[src/inc/qdc_pkg.sv]
// ----------------------------------------------------------------------
// Constants and types of the quad converter pin control
// ----------------------------------------------------------------------
package qdc_pkg;

  // Channel and word sizes
  localparam int NUM_CH     = 4;
  localparam int DATA_W     = 14;
  localparam int CAL_W      = 8;
  localparam int GPIO_N     = 2;

  // Serial frame layout: read flag, address, data
  localparam int FRAME_BITS = 24;
  localparam int CNT_W      = 5;
  localparam int RD_BIT     = 23;
  localparam int ADDR_W     = 4;
  localparam int ADDR_LO    = 16;
  localparam int DATA_LO    = 0;

  // Register addresses inside a frame
  localparam logic [ADDR_W-1:0] ADDR_GAIN = 4'h4;
  localparam logic [ADDR_W-1:0] ADDR_OFFS = 4'h5;
  localparam logic [ADDR_W-1:0] ADDR_GPIO = 4'h6;

  // Reset values; code zero is 0 V in both coding modes
  localparam logic [DATA_W-1:0] CODE_RESET   = 14'h0000;
  localparam logic [DATA_W-1:0] BIPOLAR_FLIP = 14'h2000;
  localparam logic [CAL_W-1:0]  GAIN_RESET   = 8'h00;
  localparam logic [CAL_W-1:0]  OFFS_RESET   = 8'h00;
  localparam logic [GPIO_N-1:0] GPIO_RESET   = 2'h3;

  // Synchronised pin bundle
  typedef struct packed {
    logic              cs_n;
    logic              sclk;
    logic              sdi;
    logic              load_n;
    logic              reset_n;
    logic              pol_a;
    logic              pol_b;
    logic [GPIO_N-1:0] gpio;
  } qdc_pins_t;

  localparam int        SYNC_W    = 9;
  localparam qdc_pins_t SYNC_INIT = 9'h13F;

  typedef logic [NUM_CH-1:0][DATA_W-1:0] qdc_codes_t;

  typedef enum logic [2:0] {
    ST_IDLE  = 3'h1,
    ST_SHIFT = 3'h2,
    ST_DONE  = 3'h4
  } qdc_state_t;

endpackage

[src/core/qdc_sync.sv]
`timescale 1ns/100ps
// ----------------------------------------------------------------------
// Two-stage synchroniser for a bundle of pins
// ----------------------------------------------------------------------
module qdc_sync #(
  parameter int             W    = 1,
  parameter logic [W-1:0]   INIT = '0
) (
  input  wire logic         clock,
  input  wire logic         resetn,
  input  wire logic [W-1:0] d,
  output logic      [W-1:0] q
);

  logic [W-1:0] meta_r;

  // Only the second stage is visible outside
  always_ff @(posedge clock or negedge resetn) begin
    if (!resetn) begin
      meta_r <= INIT;
      q      <= INIT;
    end else begin
      meta_r <= d;
      q      <= meta_r;
    end
  end

endmodule

[src/core/qdc_pin_ctrl.sv]
`timescale 1ns/100ps
// What this block does
// RQ1: Shift serial bits only while chip select low
// RQ2: Chip select high releases serial output
// RQ3: Load low makes latches copy input registers
// RQ4: Output code changes with latch, no extra stage
// RQ5: Reset pin clears input registers and latches
// RQ6: Reset pin restores gain and offset calibration
// RQ7: General pins only pull low or release
// RQ8: Group A select: high unipolar, low bipolar
// RQ9: Unipolar straight binary, bipolar twos complement
// RQ10: Undriven general pins are sampled as inputs
module qdc_pin_ctrl (
  input  wire logic                          clock,
  input  wire logic                          resetn,
  input  wire logic                          cs_n,
  input  wire logic                          sclk,
  input  wire logic                          sdi,
  input  wire logic                          load_latch_n,
  input  wire logic                          dev_reset_n,
  input  wire logic                          polarity_select_group_a,
  input  wire logic                          polarity_select_group_b,
  input  wire logic [qdc_pkg::GPIO_N-1:0]    gpio_in,
  output logic                               sdo,
  output logic                               sdo_oe,
  output logic      [qdc_pkg::GPIO_N-1:0]    gpio_out,
  output logic      [qdc_pkg::GPIO_N-1:0]    gpio_oe,
  output logic      [qdc_pkg::GPIO_N-1:0]    gpio_level,
  output qdc_pkg::qdc_codes_t                dac_code,
  output logic      [qdc_pkg::CAL_W-1:0]     gain_cal,
  output logic      [qdc_pkg::CAL_W-1:0]     offset_cal
);
  import qdc_pkg::*;

  // ----------------------------------------------------------------------
  // Pin synchronisation
  // ----------------------------------------------------------------------
  qdc_pins_t pins_raw;
  qdc_pins_t pins_s;

  assign pins_raw = {cs_n, sclk, sdi, load_latch_n, dev_reset_n,
                     polarity_select_group_a, polarity_select_group_b,
                     gpio_in};

  qdc_sync #(.W (SYNC_W), .INIT (SYNC_INIT)) u_sync (
    .clock  (clock),
    .resetn (resetn),
    .d      (pins_raw),
    .q      (pins_s)
  );

  // ----------------------------------------------------------------------
  // Serial edge detection and frame sequencing
  // ----------------------------------------------------------------------
  logic                  sclk_d_r;
  logic [FRAME_BITS-1:0] shift_r;
  logic [CNT_W-1:0]      cnt_r;
  qdc_state_t            state_r;
  qdc_state_t            state_nxt;
  logic                  sclk_rise;
  logic                  shift_en;
  logic                  frame_ok;
  logic                  frame_rd;
  logic                  frame_wr;
  logic [ADDR_W-1:0]     frame_addr;
  logic [FRAME_BITS-1:0] rd_word;
  logic [15:0]           rd_data;

  // Sampling on the system clock limits sclk to well below clock/4
  assign sclk_rise  = pins_s.sclk & ~sclk_d_r;
  assign shift_en   = sclk_rise & ~pins_s.cs_n; // RQ1
  assign frame_ok   = (state_r == ST_DONE) &&
                      (cnt_r == CNT_W'(FRAME_BITS));
  assign frame_rd   = frame_ok & shift_r[RD_BIT];
  assign frame_wr   = frame_ok & ~shift_r[RD_BIT];
  assign frame_addr = shift_r[ADDR_LO +: ADDR_W];

  // Next state: a frame ends on the rising chip select
  always_comb begin
    state_nxt = state_r;
    case (state_r)
      ST_IDLE:  if (!pins_s.cs_n) state_nxt = ST_SHIFT;
      ST_SHIFT: if (pins_s.cs_n) state_nxt = ST_DONE;
      ST_DONE:  state_nxt = ST_IDLE;
      default:  state_nxt = ST_IDLE;
    endcase
  end

  always_ff @(posedge clock or negedge resetn) begin
    if (!resetn) begin
      state_r  <= ST_IDLE;
      sclk_d_r <= 1'b0;
    end else begin
      state_r  <= state_nxt;
      sclk_d_r <= pins_s.sclk;
    end
  end

  // Bit counter saturates so longer frames keep their last bits
  always_ff @(posedge clock or negedge resetn) begin
    if (!resetn) begin
      cnt_r <= '0;
    end else if (state_r == ST_IDLE) begin
      cnt_r <= '0;
    end else if (shift_en && cnt_r != CNT_W'(FRAME_BITS)) begin
      cnt_r <= cnt_r + 1'b1;
    end
  end

  // A read frame reloads the shifter so the next frame returns data
  always_ff @(posedge clock or negedge resetn) begin
    if (!resetn) begin
      shift_r <= '0;
    end else if (frame_rd) begin
      shift_r <= rd_word;
    end else if (shift_en) begin
      shift_r <= {shift_r[FRAME_BITS-2:0], pins_s.sdi}; // RQ1
    end
  end

  // Serial output follows the shifter MSB, released when deselected
  always_ff @(posedge clock or negedge resetn) begin
    if (!resetn) begin
      sdo    <= 1'b0;
      sdo_oe <= 1'b0;
    end else begin
      sdo    <= shift_r[FRAME_BITS-1];
      sdo_oe <= ~pins_s.cs_n; // RQ2
    end
  end

  // ----------------------------------------------------------------------
  // Input registers, latches and calibration
  // ----------------------------------------------------------------------
  qdc_codes_t        input_r;
  qdc_codes_t        latch_r;
  qdc_codes_t        code_nxt;
  qdc_codes_t        code_rst;
  logic [CAL_W-1:0]  gain_r;
  logic [CAL_W-1:0]  offs_r;
  logic [GPIO_N-1:0] gpio_ctrl_r;
  logic [NUM_CH-1:0] unipolar;

  // Channels 0 and 1 follow group A, channels 2 and 3 group B
  assign unipolar = {pins_s.pol_b, pins_s.pol_b,
                     pins_s.pol_a, pins_s.pol_a}; // RQ8

  for (genvar i = 0; i < NUM_CH; i++) begin : g_ch
    // Core code is offset binary; twos complement flips the MSB
    assign code_nxt[i] = unipolar[i] ? input_r[i]
                                     : input_r[i] ^ BIPOLAR_FLIP; // RQ9
    assign code_rst[i] = unipolar[i] ? CODE_RESET
                                     : CODE_RESET ^ BIPOLAR_FLIP; // RQ5

    always_ff @(posedge clock or negedge resetn) begin
      if (!resetn) begin
        input_r[i] <= CODE_RESET;
      end else if (!pins_s.reset_n) begin
        input_r[i] <= CODE_RESET; // RQ5
      end else if (frame_wr && frame_addr == ADDR_W'(i)) begin
        input_r[i] <= shift_r[DATA_LO +: DATA_W];
      end
    end

    // Latch and output code move in the same cycle
    always_ff @(posedge clock or negedge resetn) begin
      if (!resetn) begin
        latch_r[i]  <= CODE_RESET;
        dac_code[i] <= CODE_RESET;
      end else if (!pins_s.reset_n) begin
        latch_r[i]  <= CODE_RESET; // RQ5
        dac_code[i] <= code_rst[i]; // RQ5
      end else if (!pins_s.load_n) begin
        latch_r[i]  <= input_r[i]; // RQ3
        dac_code[i] <= code_nxt[i]; // RQ4
      end
    end
  end

  // Calibration registers return to defaults on the reset pin
  always_ff @(posedge clock or negedge resetn) begin
    if (!resetn) begin
      gain_r <= GAIN_RESET;
      offs_r <= OFFS_RESET;
    end else if (!pins_s.reset_n) begin
      gain_r <= GAIN_RESET; // RQ6
      offs_r <= OFFS_RESET; // RQ6
    end else if (frame_wr && frame_addr == ADDR_GAIN) begin
      gain_r <= shift_r[DATA_LO +: CAL_W];
    end else if (frame_wr && frame_addr == ADDR_OFFS) begin
      offs_r <= shift_r[DATA_LO +: CAL_W];
    end
  end

  assign gain_cal   = gain_r;
  assign offset_cal = offs_r;

  // ----------------------------------------------------------------------
  // General-purpose open-drain pins
  // ----------------------------------------------------------------------
  // A zero control bit pulls the pin low; a one releases it
  always_ff @(posedge clock or negedge resetn) begin
    if (!resetn) begin
      gpio_ctrl_r <= GPIO_RESET;
    end else if (frame_wr && frame_addr == ADDR_GPIO) begin
      gpio_ctrl_r <= shift_r[DATA_LO +: GPIO_N];
    end
  end

  // Output data is always low, so the pin can never drive high
  always_ff @(posedge clock or negedge resetn) begin
    if (!resetn) begin
      gpio_out   <= '0;
      gpio_oe    <= '0;
      gpio_level <= GPIO_RESET;
    end else begin
      gpio_out   <= '0; // RQ7
      gpio_oe    <= ~gpio_ctrl_r; // RQ7
      for (int g = 0; g < GPIO_N; g++) begin
        if (!gpio_oe[g]) begin
          gpio_level[g] <= pins_s.gpio[g]; // RQ10
        end
      end
    end
  end

  // ----------------------------------------------------------------------
  // Read-back selection
  // ----------------------------------------------------------------------
  assign rd_data = (frame_addr < ADDR_W'(NUM_CH)) ?
                     16'(input_r[frame_addr[1:0]]) :
                   (frame_addr == ADDR_GAIN) ? 16'(gain_r) :
                   (frame_addr == ADDR_OFFS) ? 16'(offs_r) :
                   (frame_addr == ADDR_GPIO) ? 16'(gpio_level) :
                   16'h0000;
  assign rd_word = {shift_r[FRAME_BITS-1:ADDR_LO], rd_data};
endmodule

[config.mk]
export PLATFORM = sky130hd
export DESIGN_NAME = qdc_pin_ctrl
export DESIGN_NICKNAME = d
export VERILOG_FILES = /design/src/inc/qdc_pkg.sv /design/src/core/qdc_sync.sv /design/src/core/qdc_pin_ctrl.sv
export SDC_FILE = /design/constraint.sdc
export NUM_CORES = 1
export LEC_CHECK = 0
export BUFFER_PORTS_ARGS = -buffer_cell sky130_fd_sc_hd__buf_2
export CAP_MARGIN = 20
export CORE_ASPECT_RATIO = 1.25
export CORE_MARGIN = 2
export CORE_UTILIZATION = 50
export CTS_CLUSTER_DIAMETER = 60
export DETAILED_ROUTE_END_ITERATION = 12
export GPL_TIMING_DRIVEN = 0
export HOLD_SLACK_MARGIN = 0.15
export PLACE_DENSITY_LB_ADDON = 0.2
export SKIP_CTS_REPAIR_TIMING = 1
export SLEW_MARGIN = 20
export SYNTH_ARGS = -nofsm -noshare
export SYNTH_HDL_FRONTEND = slang
export SYNTH_SLANG_ARGS = --single-unit
[constraint.sdc]
create_clock -name clock -period 2.61 [get_ports clock]
set_input_delay 0.261 -clock clock [delete_from_list [all_inputs] [get_ports clock]]
set_output_delay 0.261 -clock clock [all_outputs]
set_load 0.005 [all_outputs]
Word-level counts from Yosys, hierarchy flattened:

Cells that the tools add are included.

* latch bits: 0
* memories: 0
* register bits after elaboration: 187
* ROM bits: 0
* word-level logic and storage cells: 115
* output and inout port bits: 80
* input port bits: 11
* RAM bits: 0

* add/sub/neg operators: 1
* equality and inequality tests: 21
* multiply operators: 0
* order comparisons: 2
* multiplexer cells: 40
* bitwise logic cells: 13
* shift operators: 0
* divide/modulo/power cells: 0
* reduce and logical (&&, ||, !) cells: 15

Operators with widths (count)
* $mux W14: 24
* $mux W8: 7
* $mux W16: 2
* $bmux W14 S2: 1
* $ne A2 B2 Y1 const B: 9
* $eq A4 B3 Y1 const B: 3
* $mux W5: 2
* $logic_and A1 B1 Y1: 9
* $eq A4 B2 Y1 const B: 2
* $not A1 Y1: 8
* $mux W3: 2
* $pmux W3 S2: 1
* $reduce_and A2 Y1: 3
* $add A5 B1 Y5 const B: 1
* $eq A5 B5 Y1 const B: 1
* $ne A5 B5 Y1 const B: 1
* $and A1 B1 Y1: 4
* $eq A4 B1 Y1 const B: 1
* $logic_not A4 Y1: 1
* $lt A4 B3 Y1 const B: 1
* $reduce_bool A2 Y1: 2
* $eq A3 B1 Y1 const B: 1
* $eq A3 B2 Y1 const B: 1
* $eq A3 B3 Y1 const B: 1
* other kinds (4): 4

Logic depth before layout (Yosys ltp):

* depth after elaboration: 7
* gate-level depth with buffers: 8
* gate-level depth less buffers: 6

Cells and area by module:

Synthesis repeated with hierarchy kept, for this count alone.

* cell total of the unflattened synthesis: 679
* area, all modules: 8020.2 um^2

By module, submodules not included
* qdc_pin_ctrl: area each 7552.2 um^2, seq. area each 4235.3 um^2, cells each 661, times used 1
* qdc_sync: area each 467.9 um^2, seq. area each 467.9 um^2, cells each 18, times used 1

Least setup slack after synthesis:

OpenSTA, ideal clock, no wires.

* path type: flip-flop to flip-flop
* from: register cnt_r[0]
* to: register input_r[18] in the netlist's numbering
* required time: 2531 ps
* library setup time: 79 ps
* path buffers: 2
* path slack: 676 ps
* stages on the path, launching flop included: 9
* data arrival time: 1854 ps
* clock period less this slack: 1934 ps
* cells stage by stage: dfrtp_1 > inv_1 > ha_1 > and4b_1 > buf_2 > nand2_2 > nor4_4 > buf_6 > mux2i_1

* cells in the longest elaborated chain, start to end: 5

RTL lines
* from (decl): line qdc_pin_ctrl.sv:57 `logic [CNT_W-1:0] cnt_r;`
* from (signal assigned): line qdc_pin_ctrl.sv:106 `cnt_r <= cnt_r + 1'b1;`
* $eq A5 B5 Y1: line qdc_pin_ctrl.sv:73 `(cnt_r == CNT_W'(FRAME_BITS));`
* $logic_and A1 B1 Y1: line qdc_pin_ctrl.sv:72 `assign frame_ok = (state_r == ST_DONE) &&`
* $and A1 B1 Y1: line qdc_pin_ctrl.sv:75 `assign frame_wr = frame_ok & ~shift_r[RD_BIT];`
* $logic_and A1 B1 Y1: line qdc_pin_ctrl.sv:160 `end else if (frame_wr && frame_addr == ADDR_W'(i)) begin`
* $ne A2 B2 Y1 (no line)
* to (signal, indexed assignment): line qdc_pin_ctrl.sv:161 `input_r[i] <= shift_r[DATA_LO +: DATA_W];`
* to (decl): line qdc_pin_ctrl.sv:135 `qdc_codes_t input_r;`

Every way passes these cells.
A chain may end at the register's enable or synchronous reset.

Final worst setup path:

* from: register u_sync.q[4]
* to: register input_r[27] in the netlist's numbering

* cells in the longest elaborated chain, start to end: 1
* elaborated cells on any way between the ends: 2
* those cells by class: 1 x eq/ne; 1 x mux

RTL lines
* from (decl): line qdc_sync.sv:12 `output logic [W-1:0] q`
* from (signal assigned): line qdc_sync.sv:24 `q <= meta_r;`
* $ne A2 B2 Y1 (no line) / $mux W14 (equally long branches)

Several ways; a longest one is shown, not always the timed one.

==> results.yml <==
setup_path:
  worstPathRequired_ns: 2.97
  critical_path_cell_count: 5
  worst_path_most_repeated_cell: "clkbuf_1"
  rr_worst_depth: 5
  path_delay_family: "buffers and inverters"
  path_max_fanout: 10
  r2r_start: "u_sync.q[4]"
  cpMaxStageDelayCell: "clkbuf_1"
  crit_buf_inv: 3
  critPathKind: "reg2reg"
  setup.worst_path.start: "u_sync.q[4]"
  cp-start-kind: "register"
  path_cells: "clkbuf_1 -> clkbuf_1 -> clkbuf_1 -> nand2_1 -> mux2i_1"
  slowest_delay_ns: 0.57
  crit_path_end_kind: "register"
  worstPathArrival_ns: 2.77
yosys:
  synth_seq_area_share_pct: 56.66
  synth_cell_type_count: 40
  synth.avg_cell_area_um2: 12.28
  syn_area_um2: 8300
  synth_warnings: 0
  ys_seq_elements: 187
  synth_area_leaders: "dfrtp_1, mux2i_1, nor2b_1"
  synthArstFlopShare_pct: 100.0
  yosys_most_used_dff: "dfrtp_1"
  yosys.area.top_type: "dfrtp_1"
  syn_inst: 676
  synth_edf_count: 0
  synth_top_area_share_pct: 50.65
layout:
  fin_cells: 1024
  final_cell_mix: "dfrtp_1, mux2i_1, buf_2"
  multi_input_area_um2: 3374
  area_growth_pct: 17.94
  drive_gt1_share_pct: 22.77
  final_core_util_pct: 60.43
  fin_area_um2: 9789
  fillCellCount: 1298
  layout_commonest_cell: "dfrtp_1"
  diodes: 0
  final-seq-area_um2: 4703
  layout.nets: 808
sta:
  maxSlewViolCount: 0
  slew_headroom_pct: 39.09
  tightestPinTransition_ns: 0.9137
  finalHoldViolations: 0
  setup_viol: 0
  max_freq_ghz: 0.4146
  fin_ws_ns: 0.1981
  rsz0062_at_grt: "false"
  skew_ns: 0.008470
  fin_crit_sh_pct: 92.41
  fin_setup_tns_ns: 0
  post-route-min-period_ns: 2.412
  timing.hold.ws_ns: 0.3525
min_path:
  hp-class: "reg2reg"
  hold_depth: 0
  worstHoldStart: "u_sync.meta_r[7]"
power:
  p_leak_nw: 4.614
  power_density_nw_per_um2: 651.7
  ir_drop_uv: 496.6
  power_mw: 6.380
place:
  io_buffers: 88
  place_ws_ns: 0.1750
  placed_area_um2: 9052
  place_hpwl_um: 14690
  dp.cells: 982
  gp_congestion: 0.9199
detailed_routing:
  vias: 5606
  routed_wl_um: 20520
  routed_via_density: 5.475
  wl_per_cell_um: 20.04
  ant_nets: 0
  drtIter0Drc: 313
  drc: 0
  dr.pass1.iters: 5
cts:
  cts_buffers: 17
  clk_pin_slew_worst_paths_ns: 0.07
  clockBufferDepth: 2
  cts-root-buf: "clkbuf_16"
  cts_sinks: 187
  clk_latency_ns: 0.44
  cts_tree: "built"
  h-tree-depth: 4
floorplanning:
  design.die.area_um2: 17650
  die_w_um: 119.2
  die_h_um: 148.1
  core_um2: 16200
  io_pins: 91
  num_rows: 52
  initial_core_util_pct: 51.24
grt:
  grt_first_pass_wirelength_um: 32320
  grt_antenna_before_repair: 0
  grt_overflow: 0
  grt_pass1_vias: 5820
  grt.total_usage_pct: 24.31
  grt_max_degree: 105
outcome:
  outcome: "completed"
flow_run:
  max-cap-violations: 0
-- cells by family after synthesis --
family          after synthesis  synth area share [%]
flops                       187                 56.66
mux                         179                 22.99
xor+xnor                      4                0.4221
other cells                   1               0.04518
simple gates                210                 13.69
buf+inv                      51                 2.728
fa+ha+maj                     2                0.3014
compound gates               42                 3.165
-- per-layer routing --
| layer | wire length, um | GRT usage [%] | up-vias |
|---|---|---|---|
| li1 | - | - | 2555 |
| met1 | 8589 | 30.42 | 2868 |
| met2 | 10430 | 41.01 | 152 |
| met3 | 744 | 4.218 | 31 |
| met4 | 764 | 11.90 | 0 |
| met5 | 0 | 0 | - |
-- cell type report --
cell class                 count  area share [%]
tap                          216           2.761
clock buffer                  21           4.806
timing repair buffer          99           5.905
multi-input combinational    439           34.47
buffer                        45           2.096
sequential                   187           48.04
clock inverter                11           1.687
inverter                       6          0.2301
-- synthesized netlist by cell type (3+ instances only) --
cell type / instances
dfrtp_1: 168
mux2i_1: 158
nor2b_1: 83
nand2_1: 65
clkbuf_1: 23
nor2_1: 23
dfstp_2: 19
buf_2: 13
mux2_2: 13
o22ai_1: 12
o21ai_0: 11
nand2b_1: 10
nand3_1: 9
mux4_2: 8
a21oi_1: 6
inv_1: 6
buf_1: 5
nand4_1: 5
a22o_1: 4
o21a_1: 4
buf_4: 3
nor3b_1: 3
xor2_1: 3
-- state kept, by name, indices dropped and copies added, names as in the netlist --
name and flops:
input_r 56, shift_r 24, dac_code 56, cnt_r 5, u_sync.meta_r 9, offset_cal 8
gpio_oe 2, sclk_d_r 1, sdo 1, u_sync.q 9, sdo_oe 1, gpio_ctrl_r 2
gpio_level 2, state_r 3, gain_cal 8
-- power breakdown --
| group | switching [mW] | internal, mW | total (mW) |
|---|---|---|---|
| registers | 0.136 | 3.02 | 3.15 |
| logic | 0.273 | 0.175 | 0.448 |
| clock network | 1.10 | 1.68 | 2.78 |
| total | 1.51 | 4.87 | 6.38 |
-- final timing paths --
kind,end,slack [ns]
hold / removal,u_sync.q[7],0.35
min in group asynchronous,dac_code[26],0.40
setup / recovery,input_r[27],0.20
setup reg to reg,input_r[27],0.20
hold reg to reg,u_sync.q[7],0.35
max in group asynchronous,gpio_level[0],1.24
Note: power is estimated with default switching activity, not from simulation.
